==> src/design/fbp_pkg.sv <==
package fbp_pkg;

    // Command codes
    localparam logic [7:0] OPC_WLS = 8'h06;
    localparam logic [7:0] OPC_WDIS = 8'h04;
    localparam logic [7:0] OPC_UNLOCK = 8'h98;
    localparam logic [7:0] OPC_SLEEP = 8'hB9;
    localparam logic [7:0] OPC_WAKE = 8'hAB;
    localparam logic [7:0] OPC_MAPW = 8'h42;
    localparam logic [7:0] OPC_MAPR = 8'h72;
    localparam logic [7:0] OPC_PLOCK = 8'hE8;

    // Protection map layout and power-on value
    localparam int MAP_W = 48;
    localparam logic [47:0] MAP_RST = 48'h5555_FFFF_FFFF;
    // Every even bit of the upper 16 plus bits 31:0 are write locks
    localparam logic [47:0] WLOCK_MASK = 48'h5555_FFFF_FFFF;
    localparam logic [47:0] LOCK_RST = 48'h0000_0000_0000;

    // Frame bit counts
    localparam logic [6:0] OPC_BITS = 7'h08;
    localparam logic [6:0] MAP_BITS = 7'h30;
    localparam logic [6:0] ID_DUMMY = 7'h03;
    localparam logic [6:0] RD_DUMMY_QUAD = 7'h02;
    localparam logic [6:0] ID_WRAP = 7'h0A;
    localparam logic [6:0] IDX_MAX = 7'h7F;

    // Synchroniser rest value: quad, sio[3:0], cs_n, sck
    localparam logic [6:0] SYNC_RST = 7'h02;

    // Timing
    localparam int CLK_MHZ = 100;
    localparam int SLEEP_ENTRY_US = 3;
    localparam int WAKE_US = 10;
    localparam int SLEEP_CYC = SLEEP_ENTRY_US * CLK_MHZ;
    localparam int WAKE_CYC = WAKE_US * CLK_MHZ;

    // Output stream
    localparam int WORD_W = 5;
    localparam int FIFO_DEPTH = 8;

    typedef enum {ST_IDLE, ST_OPC, ST_DATA, ST_DONE, ST_OUT, ST_SKIP} fbp_frame_type;

endpackage : fbp_pkg

==> src/design/fbp_stream_if.sv <==
`timescale 1ns/1ps
`default_nettype none

interface fbp_stream_if #(parameter int W = 5) ();
    logic valid;
    logic ready;
    logic [W-1:0] data;
    modport source (output valid, output data, input ready);
    modport sink (input valid, input data, output ready);
endinterface : fbp_stream_if

`default_nettype wire

==> src/design/fbp_flash_protect.sv <==
`timescale 1ns/1ps
`default_nettype none

module fbp_flash_protect #(
    parameter logic [7:0] DEVICE_ID = 8'h5A  // Arbitrary value
) (
    input wire logic clk_in,
    input wire logic rst_in,
    input wire logic cs_n_in,
    input wire logic sck_in,
    input wire logic [3:0] sio_in,
    input wire logic quad_mode_in,
    input wire logic busy_in,
    output logic [3:0] sio_out,
    output logic [3:0] sio_oe_out,
    output logic [47:0] protect_map_out,
    output logic [47:0] lock_map_out,
    output logic wel_out,
    output logic deep_sleep_out
);
    localparam int ENTRY_BOUND = fbp_pkg::SLEEP_CYC;
    localparam int WAKE_BOUND = fbp_pkg::WAKE_CYC;

    // Pins are sampled twice before use; the serial clock is oversampled
    logic [6:0] sync1_r;
    logic [6:0] sync2_r;
    logic sck_d_r;
    logic csn_d_r;

    always_ff @(posedge clk_in) begin
        if (rst_in) begin
            sync1_r <= fbp_pkg::SYNC_RST;
            sync2_r <= fbp_pkg::SYNC_RST;
            sck_d_r <= 1'b0;
            csn_d_r <= 1'b1;
        end else begin
            sync1_r <= {quad_mode_in, sio_in, cs_n_in, sck_in};
            sync2_r <= sync1_r;
            sck_d_r <= sync2_r[0];
            csn_d_r <= sync2_r[1];
        end
    end

    logic sck_s;
    logic csn_s;
    logic [3:0] sio_s;
    logic quad_s;
    logic rise;
    logic fall;
    logic cs_rise;
    logic cs_fall;

    always_comb begin
        sck_s = sync2_r[0];
        csn_s = sync2_r[1];
        sio_s = sync2_r[5:2];
        quad_s = sync2_r[6];
        rise = sck_s & ~sck_d_r & ~csn_s;
        fall = ~sck_s & sck_d_r & ~csn_s;
        cs_rise = csn_s & ~csn_d_r;
        cs_fall = ~csn_s & csn_d_r;
    end

    // Frame decoder and protection state
    fbp_pkg::fbp_frame_type st_r, st_nxt;
    logic [6:0] cnt_r, cnt_nxt;
    logic [7:0] opc_r, opc_nxt;
    logic [47:0] data_r, data_nxt;
    logic [47:0] map_r, map_nxt;
    logic [47:0] lock_r, lock_nxt;
    logic wel_r, wel_nxt;
    logic sleep_r, sleep_nxt;
    logic ent_r, ent_nxt;
    logic wake_r, wake_nxt;
    logic [9:0] tmr_r, tmr_nxt;
    logic quad_r, quad_nxt;
    logic [7:0] opc_full;
    logic [6:0] step;
    logic [6:0] cnt_sum;
    logic asleep;
    logic start_rd;
    logic start_id;
    logic do_unlock;
    logic do_sleep;
    logic do_wake;

    always_comb begin
        st_nxt = st_r;
        cnt_nxt = cnt_r;
        opc_nxt = opc_r;
        data_nxt = data_r;
        map_nxt = map_r;
        lock_nxt = lock_r;
        wel_nxt = wel_r;
        sleep_nxt = sleep_r;
        ent_nxt = ent_r;
        wake_nxt = wake_r;
        tmr_nxt = tmr_r;
        quad_nxt = quad_r;
        start_rd = 1'b0;
        start_id = 1'b0;
        do_unlock = 1'b0;
        do_sleep = 1'b0;
        do_wake = 1'b0;
        asleep = sleep_r | ent_r;
        step = quad_r ? 7'h04 : 7'h01;
        cnt_sum = 7'(cnt_r + step);
        opc_full = quad_r ? {opc_r[3:0], sio_s} : {opc_r[6:0], sio_s[0]};

        // Load counts are shortened by two: the load cycle and the final step
        if (ent_r) begin
            if (tmr_r == 10'h000) begin
                ent_nxt = 1'b0;
                sleep_nxt = 1'b1;
            end else begin
                tmr_nxt = tmr_r - 10'h001;
            end
        end
        if (wake_r) begin
            if (tmr_r == 10'h000) begin
                wake_nxt = 1'b0;
                sleep_nxt = 1'b0;
            end else begin
                tmr_nxt = tmr_r - 10'h001;
            end
        end

        case (st_r)
            fbp_pkg::ST_IDLE: begin
                if (cs_fall) begin
                    st_nxt = fbp_pkg::ST_OPC;
                    cnt_nxt = 7'h00;
                    quad_nxt = quad_s;
                end
            end
            fbp_pkg::ST_OPC: begin
                if (rise) begin
                    opc_nxt = opc_full;
                    cnt_nxt = cnt_sum;
                    if (cnt_sum == fbp_pkg::OPC_BITS) begin
                        if (wake_r || (asleep && opc_full != fbp_pkg::OPC_WAKE)) begin
                            st_nxt = fbp_pkg::ST_SKIP;
                        end else begin
                            case (opc_full)
                                fbp_pkg::OPC_MAPR: begin
                                    st_nxt = fbp_pkg::ST_OUT;
                                    start_rd = 1'b1;
                                end
                                fbp_pkg::OPC_WAKE: begin
                                    st_nxt = fbp_pkg::ST_OUT;
                                    start_id = 1'b1;
                                end
                                fbp_pkg::OPC_MAPW, fbp_pkg::OPC_PLOCK: begin
                                    st_nxt = fbp_pkg::ST_DATA;
                                    cnt_nxt = 7'h00;
                                end
                                default: begin
                                    st_nxt = fbp_pkg::ST_DONE;
                                end
                            endcase
                        end
                    end
                end
            end
            fbp_pkg::ST_DATA: begin
                // Most significant bits first; bits beyond the map are dropped
                if (rise && cnt_r < fbp_pkg::MAP_BITS) begin
                    data_nxt = quad_r ? {data_r[43:0], sio_s} : {data_r[46:0], sio_s[0]};
                    cnt_nxt = cnt_sum;
                end
            end
            fbp_pkg::ST_DONE: begin
                // Anything after a bare opcode spoils the frame
                if (rise) begin
                    st_nxt = fbp_pkg::ST_SKIP;
                end
            end
            default: begin
            end
        endcase

        if (cs_rise) begin
            st_nxt = fbp_pkg::ST_IDLE;
            case (st_r)
                fbp_pkg::ST_DONE: begin
                    case (opc_r)
                        fbp_pkg::OPC_WLS: begin
                            wel_nxt = 1'b1;
                        end
                        fbp_pkg::OPC_WDIS: begin
                            wel_nxt = 1'b0;
                        end
                        fbp_pkg::OPC_UNLOCK: begin
                            if (wel_r) begin
                                map_nxt = map_r & ~(fbp_pkg::WLOCK_MASK & ~lock_r);
                                wel_nxt = 1'b0;
                                do_unlock = 1'b1;
                            end
                        end
                        fbp_pkg::OPC_SLEEP: begin
                            if (!busy_in) begin
                                ent_nxt = 1'b1;
                                tmr_nxt = 10'(fbp_pkg::SLEEP_CYC - 2);
                                do_sleep = 1'b1;
                            end
                        end
                        default: begin
                        end
                    endcase
                end
                fbp_pkg::ST_DATA: begin
                    if (cnt_r == fbp_pkg::MAP_BITS && wel_r) begin
                        wel_nxt = 1'b0;
                        if (opc_r == fbp_pkg::OPC_MAPW) begin
                            map_nxt = (data_r & ~(fbp_pkg::WLOCK_MASK & lock_r))
                                | (map_r & fbp_pkg::WLOCK_MASK & lock_r);
                        end else begin
                            // One-time programmable: bits only ever set
                            lock_nxt = lock_r | (data_r & fbp_pkg::WLOCK_MASK);
                        end
                    end
                end
                fbp_pkg::ST_OUT: begin
                    if (opc_r == fbp_pkg::OPC_WAKE && asleep) begin
                        ent_nxt = 1'b0;
                        wake_nxt = 1'b1;
                        tmr_nxt = 10'(fbp_pkg::WAKE_CYC - 2);
                        do_wake = 1'b1;
                    end
                end
                default: begin
                end
            endcase
        end
    end

    always_ff @(posedge clk_in) begin
        if (rst_in) begin
            st_r <= fbp_pkg::ST_IDLE;
            cnt_r <= 7'h00;
            opc_r <= 8'h00;
            data_r <= fbp_pkg::LOCK_RST;
            map_r <= fbp_pkg::MAP_RST;
            lock_r <= fbp_pkg::LOCK_RST;
            wel_r <= 1'b0;
            sleep_r <= 1'b0;
            ent_r <= 1'b0;
            wake_r <= 1'b0;
            tmr_r <= 10'h000;
            quad_r <= 1'b0;
        end else begin
            st_r <= st_nxt;
            cnt_r <= cnt_nxt;
            opc_r <= opc_nxt;
            data_r <= data_nxt;
            map_r <= map_nxt;
            lock_r <= lock_nxt;
            wel_r <= wel_nxt;
            sleep_r <= sleep_nxt;
            ent_r <= ent_nxt;
            wake_r <= wake_nxt;
            tmr_r <= tmr_nxt;
            quad_r <= quad_nxt;
        end
    end

    // Output word: {drive enable, nibble}; single-wire mode uses bit 0 only.
    // Bit 47:46 pair is the top 8K block, 33:32 the bottom one.
    function automatic logic [4:0] out_word(input logic is_id, input logic q,
                                            input logic [6:0] i, input logic [47:0] m);
        logic [6:0] k;
        logic [8:0] sh_amt;
        logic [47:0] msh;
        logic [7:0] ish;
        out_word = 5'h00;
        k = 7'h00;
        sh_amt = 9'h000;
        msh = 48'h0;
        ish = 8'h00;
        if (is_id) begin
            if (i >= fbp_pkg::ID_DUMMY) begin
                k = 7'(i - fbp_pkg::ID_DUMMY);
                ish = q ? DEVICE_ID << {k[0], 2'b00} : DEVICE_ID << k[2:0];
                out_word = {1'b1, q ? ish[7:4] : {3'b000, ish[7]}};
            end
        end else if (!q || i >= fbp_pkg::RD_DUMMY_QUAD) begin
            k = q ? 7'(i - fbp_pkg::RD_DUMMY_QUAD) : i;
            sh_amt = q ? {k, 2'b00} : {2'b00, k};
            // Shifting past the map leaves zeros, as the read demands
            msh = m << sh_amt;
            out_word = {1'b1, q ? msh[47:44] : {3'b000, msh[47]}};
        end
    endfunction : out_word

    // Producer feeds the FIFO ahead of the host's falling edges
    fbp_stream_if #(.W(fbp_pkg::WORD_W)) prod_if ();
    fbp_stream_if #(.W(fbp_pkg::WORD_W)) cons_if ();

    logic out_on_r, out_on_nxt;
    logic out_id_r, out_id_nxt;
    logic [6:0] idx_r, idx_nxt;
    logic [3:0] dout_r, dout_nxt;
    logic [3:0] doe_r, doe_nxt;

    always_comb begin
        out_on_nxt = out_on_r;
        out_id_nxt = out_id_r;
        idx_nxt = idx_r;
        dout_nxt = dout_r;
        doe_nxt = doe_r;
        prod_if.valid = out_on_r;
        prod_if.data = out_word(out_id_r, quad_r, idx_r, map_r);
        cons_if.ready = fall;
        if (start_rd || start_id) begin
            out_on_nxt = 1'b1;
            out_id_nxt = start_id;
            idx_nxt = 7'h00;
        end else if (out_on_r && prod_if.ready) begin
            if (out_id_r && idx_r == fbp_pkg::ID_WRAP) begin
                idx_nxt = fbp_pkg::ID_DUMMY;
            end else if (idx_r != fbp_pkg::IDX_MAX) begin
                idx_nxt = idx_r + 7'h01;
            end
        end
        if (fall && cons_if.valid) begin
            if (quad_r) begin
                dout_nxt = cons_if.data[3:0];
                doe_nxt = {4{cons_if.data[4]}};
            end else begin
                dout_nxt = {2'b00, cons_if.data[0], 1'b0};
                doe_nxt = {2'b00, cons_if.data[4], 1'b0};
            end
        end
        if (csn_s) begin
            out_on_nxt = 1'b0;
            dout_nxt = 4'h0;
            doe_nxt = 4'h0;
        end
    end

    always_ff @(posedge clk_in) begin
        if (rst_in) begin
            out_on_r <= 1'b0;
            out_id_r <= 1'b0;
            idx_r <= 7'h00;
            dout_r <= 4'h0;
            doe_r <= 4'h0;
        end else begin
            out_on_r <= out_on_nxt;
            out_id_r <= out_id_nxt;
            idx_r <= idx_nxt;
            dout_r <= dout_nxt;
            doe_r <= doe_nxt;
        end
    end

    fbp_fifo #(.W(fbp_pkg::WORD_W), .DEPTH(fbp_pkg::FIFO_DEPTH)) u_fifo (
        .clk_in(clk_in),
        .rst_in(rst_in),
        .flush_in(cs_rise | cs_fall),
        .in_if(prod_if.sink),
        .out_if(cons_if.source)
    );

    always_comb begin
        sio_out = dout_r;
        sio_oe_out = doe_r;
        protect_map_out = map_r;
        lock_map_out = lock_r;
        wel_out = wel_r;
        deep_sleep_out = sleep_r;
    end

    a_map_reset_default: assert property (@(posedge clk_in) disable iff (rst_in)
        $fell(rst_in) |-> map_r == fbp_pkg::MAP_RST)
        else $error("protection map not at default after reset");
    a_unlock_clears: assert property (@(posedge clk_in) disable iff (rst_in)
        do_unlock |=> (map_r & fbp_pkg::WLOCK_MASK & ~lock_r) == 48'h0)
        else $error("unlock left an unlocked write bit set");
    a_unlock_needs_wel: assert property (@(posedge clk_in) disable iff (rst_in)
        (cs_rise && st_r == fbp_pkg::ST_DONE && opc_r == fbp_pkg::OPC_UNLOCK && !wel_r)
        |=> $stable(map_r))
        else $error("unlock acted without write latch");
    a_lock_kept: assert property (@(posedge clk_in) disable iff (rst_in)
        ##1 ((map_r ^ $past(map_r)) & $past(lock_r) & fbp_pkg::WLOCK_MASK) == 48'h0)
        else $error("locked-down protection bit changed");
    a_wel_cleared: assert property (@(posedge clk_in) disable iff (rst_in)
        do_unlock |=> !wel_r [*2])
        else $error("write latch survived unlock");
    a_sleep_busy: assert property (@(posedge clk_in) disable iff (rst_in)
        (cs_rise && st_r == fbp_pkg::ST_DONE && opc_r == fbp_pkg::OPC_SLEEP && busy_in)
        |=> !ent_r && !sleep_r)
        else $error("sleep entered while busy");
    a_sleep_entry: assert property (@(posedge clk_in) disable iff (rst_in)
        do_sleep |-> ##[1:ENTRY_BOUND] sleep_r)
        else $error("sleep entry delay exceeded");
    a_sleep_ignore: assert property (@(posedge clk_in) disable iff (rst_in)
        (sleep_r && cs_rise && st_r != fbp_pkg::ST_OUT) |=> $stable(map_r) && $stable(wel_r))
        else $error("command acted during deep sleep");
    a_wake_release: assert property (@(posedge clk_in) disable iff (rst_in)
        do_wake |-> ##[1:WAKE_BOUND] !sleep_r)
        else $error("wake delay exceeded");
    a_pins_quiet: assert property (@(posedge clk_in) disable iff (rst_in)
        csn_s |=> sio_oe_out == 4'h0)
        else $error("output driven with select high");

endmodule : fbp_flash_protect

`default_nettype wire

==> src/design/fbp_fifo.sv <==
`timescale 1ns/1ps
`default_nettype none

// DEPTH must be a power of two
module fbp_fifo #(
    parameter int W = 5,
    parameter int DEPTH = 8
) (
    input wire logic clk_in,
    input wire logic rst_in,
    input wire logic flush_in,
    fbp_stream_if.sink in_if,
    fbp_stream_if.source out_if
);
    localparam int AW = $clog2(DEPTH);

    logic [W-1:0] mem_r [DEPTH];
    logic [AW:0] wr_r;
    logic [AW:0] rd_r;
    logic [AW:0] wr_nxt;
    logic [AW:0] rd_nxt;
    logic full;
    logic empty;
    logic push;
    logic pop;

    always_comb begin
        full = (wr_r[AW] != rd_r[AW]) && (wr_r[AW-1:0] == rd_r[AW-1:0]);
        empty = (wr_r == rd_r);
        push = in_if.valid & ~full;
        pop = out_if.ready & ~empty;
        in_if.ready = ~full;
        out_if.valid = ~empty;
        out_if.data = mem_r[rd_r[AW-1:0]];
        wr_nxt = push ? wr_r + 1'b1 : wr_r;
        rd_nxt = pop ? rd_r + 1'b1 : rd_r;
    end

    always_ff @(posedge clk_in) begin
        if (rst_in || flush_in) begin
            wr_r <= {(AW + 1){1'b0}};
            rd_r <= {(AW + 1){1'b0}};
        end else begin
            wr_r <= wr_nxt;
            rd_r <= rd_nxt;
        end
        if (push) begin
            mem_r[wr_r[AW-1:0]] <= in_if.data;
        end
    end

endmodule : fbp_fifo

`default_nettype wire

==> config.mk <==
export PLATFORM = sky130hd
export DESIGN_NAME = fbp_flash_protect
export DESIGN_NICKNAME = d
export VERILOG_FILES = /design/src/design/fbp_pkg.sv /design/src/design/fbp_stream_if.sv /design/src/design/fbp_flash_protect.sv /design/src/design/fbp_fifo.sv
export SDC_FILE = /design/constraint.sdc
export NUM_CORES = 1
export LEC_CHECK = 0
export BUFFER_PORTS_ARGS = -buffer_cell sky130_fd_sc_hd__buf_2
export CAP_MARGIN = 20
export CORE_MARGIN = 3
export CORE_UTILIZATION = 35
export DETAILED_ROUTE_END_ITERATION = 16
export GPL_TIMING_DRIVEN = 0
export PLACE_DENSITY = 0.56
export SETUP_SLACK_MARGIN = 0.4
export SLEW_MARGIN = 20
export SYNTH_ARGS = -nofsm -noshare
export SYNTH_HDL_FRONTEND = slang
export SYNTH_SLANG_ARGS = --single-unit
==> constraint.sdc <==
create_clock -name clk_in -period 4.4 [get_ports clk_in]
set_input_delay 0.66 -clock clk_in [delete_from_list [all_inputs] [get_ports clk_in]]
set_output_delay 0.66 -clock clk_in [all_outputs]
set_load 0.005 [all_outputs]
==> results.yml <==
floorplanning:
  dieHeight_um: 195
  ioPinCount: 116
  fp.dieW_um: 195
  row_count: 68
  initial_core_util_pct: 35.9
  dieArea_sq_mm: 0.0382
  core_sq_mm: 0.0350
placement:
  io_buffers: 106
  hpwl_um: 30000
  routabilityCongestion: 0.971
  place_inst: 1947
  place_area_sq_mm: 0.0137
power_and_ir_drop:
  p_leak_nw: 5.06
  max-vdd-ir-drop_uv: 294
  p_int_mw: 3.62
  total_power_mw: 4.67
  switching_share_pct: 22.3
  p_sw_mw: 1.04
  seqPwrFrac_pct: 50.1
  p_per_area_mw_per_mm2: 318
  clkPwrFrac_pct: 47.6
  pwr-share-comb_pct: 2.3
route:
  via_per_inst: 5.74
  drt_pass1_iterations: 5
  ant_nets: 0
  num_vias: 11500
  drt-wirelength-per-cell_um: 21.0
  first_iter_violations: 1087
  routed_wl_um: 42100
  drc: 0
sta:
  post-route-period-util_pct: 88.1
  tightest_slew_ns: 1.21
  worst_clock_skew_ns: 0.0126
  rsz0062_at_grt: "no"
  slew_violations: 0
  max-slew-margin-rel_pct: 18.5
  period_needed_ns: 3.88
  hold_viol: 0
  setup_viol: 0
  max_freq_ghz: 0.258
grt:
  grt_use_met1_pct: 30.4
  grt_pass1_wl_um: 65400
  use_met2_pct: 33.3
  grt_pass1_vias: 11000
  grt_max_degree: 15
  antenna_found_initial: 0
  top_usage_layer: "met2"
  grt_overflow: 0
  use_met3_pct: 2.86
  grtUsageTotal_pct: 21.3
synthesis:
  synth_seq_area_share_pct: 43.2
  yosys.cell_count.top_type: "dfxtp_1"
  async_flop_share_pct: 0
  synth_area_leader_cell: "dfxtp_1"
  ys_types: 82
  yosys_warnings: 0
  synthTopCellsByArea: "dfxtp_1, edfxtp_1, mux2i_1"
  synthFlopType: "dfxtp_1"
  ys_ff_latch: 251
  synth_common_cells: "dfxtp_1, nor2_1, nand2_1"
  synth_cells: 1379
  netlist_area_sq_mm: 0.0126
  synth_top_area_share_pct: 33.6
  synth_edf_count: 40
  synth.avg_cell_area_sq_um: 9.10
cts:
  htree_num_levels: 1
  ctsHoldBuffers: 0
  cts_max_path_buffers: 3
  cts_sinks: 251
  ctsRootBufferMaster: "clkbuf_16"
  cts_made_buffers: 29
  cts_tree: "yes"
  cts.clk_slew.worst_paths_ns: 0.06
  clkLatencyLatePin_ns: 0.56
run_status:
  status: "finished clean"
layout:
  layout-drive-gt1-share_pct: 15.2
  fin_util_pct: 42.0
  design_area_sq_mm: 0.0147
  layout.nets: 1555
  stdcell_count: 2010
  antenna_cells: 0
  area_growth_pct: 17.0
  fillers: 3493
setup_path:
  crit_required_ns: 4.82
  crit_end: "u_fifo.mem_r[1][1]"
  cp_max_fo: 10
  regToRegEndpoint: "u_fifo.mem_r[1][1]"
  cp-end-kind: "flip-flop"
  path_class: "flip-flop to flip-flop"
  startpoint: "idx_r[1]"
  arrival_ns: 4.30
  cp-start-kind: "flip-flop"
  timing.rr.start: "idx_r[1]"
  r2r_slack_ns: 0.52
  r2r_cells: 13
run:
  cap_violations: 0
worst_hold_path:
  min_path_type: "input port to flip-flop"
-- what timing repair did --
item | in CTS | in global routing
pin swaps | 2 | 2
resized for setup | 7 | 3
buffers inserted | 2 | 7
endpoints found under the setup margin | 42 | 28
-- metrics by stage --
step,hold WS [ns],setup WS [ns],TNS [ns]
floorplan,0.389,0.645,0
global placement,0.396,-0.309,-2.47
detailed placement,0.397,-0.382,-3.06
CTS,0.276,0.438,0
global route,0.289,0.401,0
finish,0.301,0.522,0
-- metal layers --
layer  up-vias  routed length [um]
met5         -                   0
met4         0                1240
met3        77                2620
met2       423               19000
met1      5620               19300
li1       5422                   -
-- kinds of logic (layout without fill, tap and decap cells) --
family | count (synthesis) | after routing | share of synthesized area (%)
xor gates and xnor gates | 24 | 24 | 1.67
AOI/OAI and AO/OA | 396 | 396 | 21.1
and+or+nand+nor | 435 | 435 | 16.3
DFF | 251 | 251 | 43.2
buffers and inverters | 134 | 303 | 4.48
adders and majority gates | 13 | 13 | 1.30
other | 1 | 8 | 0.0299
muxes | 125 | 125 | 11.9
-- layout by cell type, fill, tap and decap left out, types with 40 or more instances in the layout --
cell / instances
dfxtp_1: 211
nor2_1: 183
buf_2: 118
nand2_1: 101
a21oi_1: 99
mux2i_1: 96
clkbuf_1: 81
o21ai_0: 73
a211oi_1: 69
o311ai_0: 40
edfxtp_1: 40
-- worst min path at each step --
stage | endpoint | cells past startpoint | startpoint | slack [ns]
5_1_grt | sync1_r[1] | 2 | cs_n_in | 0.29
6_report | sync1_r[1] | 2 | cs_n_in | 0.30
3_5_place_dp | sync2_r[1] | 1 | sync1_r[1] | 0.40
4_1_cts | sync1_r[1] | 2 | cs_n_in | 0.28
2_1_floorplan | sync2_r[1] | 1 | sync1_r[1] | 0.39
3_3_place_gp | sync2_r[1] | 1 | sync1_r[1] | 0.40
-- final cells by class --
type	instances	area [sq um]	area share, %
inverter	19	71.3	0.486
sequential	251	5430	36.9
buffer	115	495	3.37
clock buffer	34	744	5.07
timing repair buffer	115	611	4.16
multi-input combinational	1001	6640	45.2
tap	455	569	3.88
clock inverter	20	126	0.861
-- worst max-delay path: stages (launching register included) --
cell and delay (ns):
dfxtp_1 0.45, buf_6 0.18, clkbuf_2 0.26, inv_1 0.16, ha_1 0.22, buf_2 0.17
or4b_4 0.50, o2bb2a_4 0.27, a21oi_4 0.17, a21oi_1 0.06, or4_1 0.52, a41o_1 0.31
o32ai_4 0.32, buf_12 0.16
-- power by group through the flow --
stage / Combinational, mW / Clock, mW / Sequential, mW
floorplan: 0.0674 / 0 / 2.38
global placement: 0.105 / 0 / 2.39
detailed placement: 0.105 / 0 / 2.39
CTS: 0.106 / 2.27 / 2.34
global route: 0.116 / 2.36 / 2.34
finish: 0.107 / 2.22 / 2.34
Power figures use the tool's default switching activity.
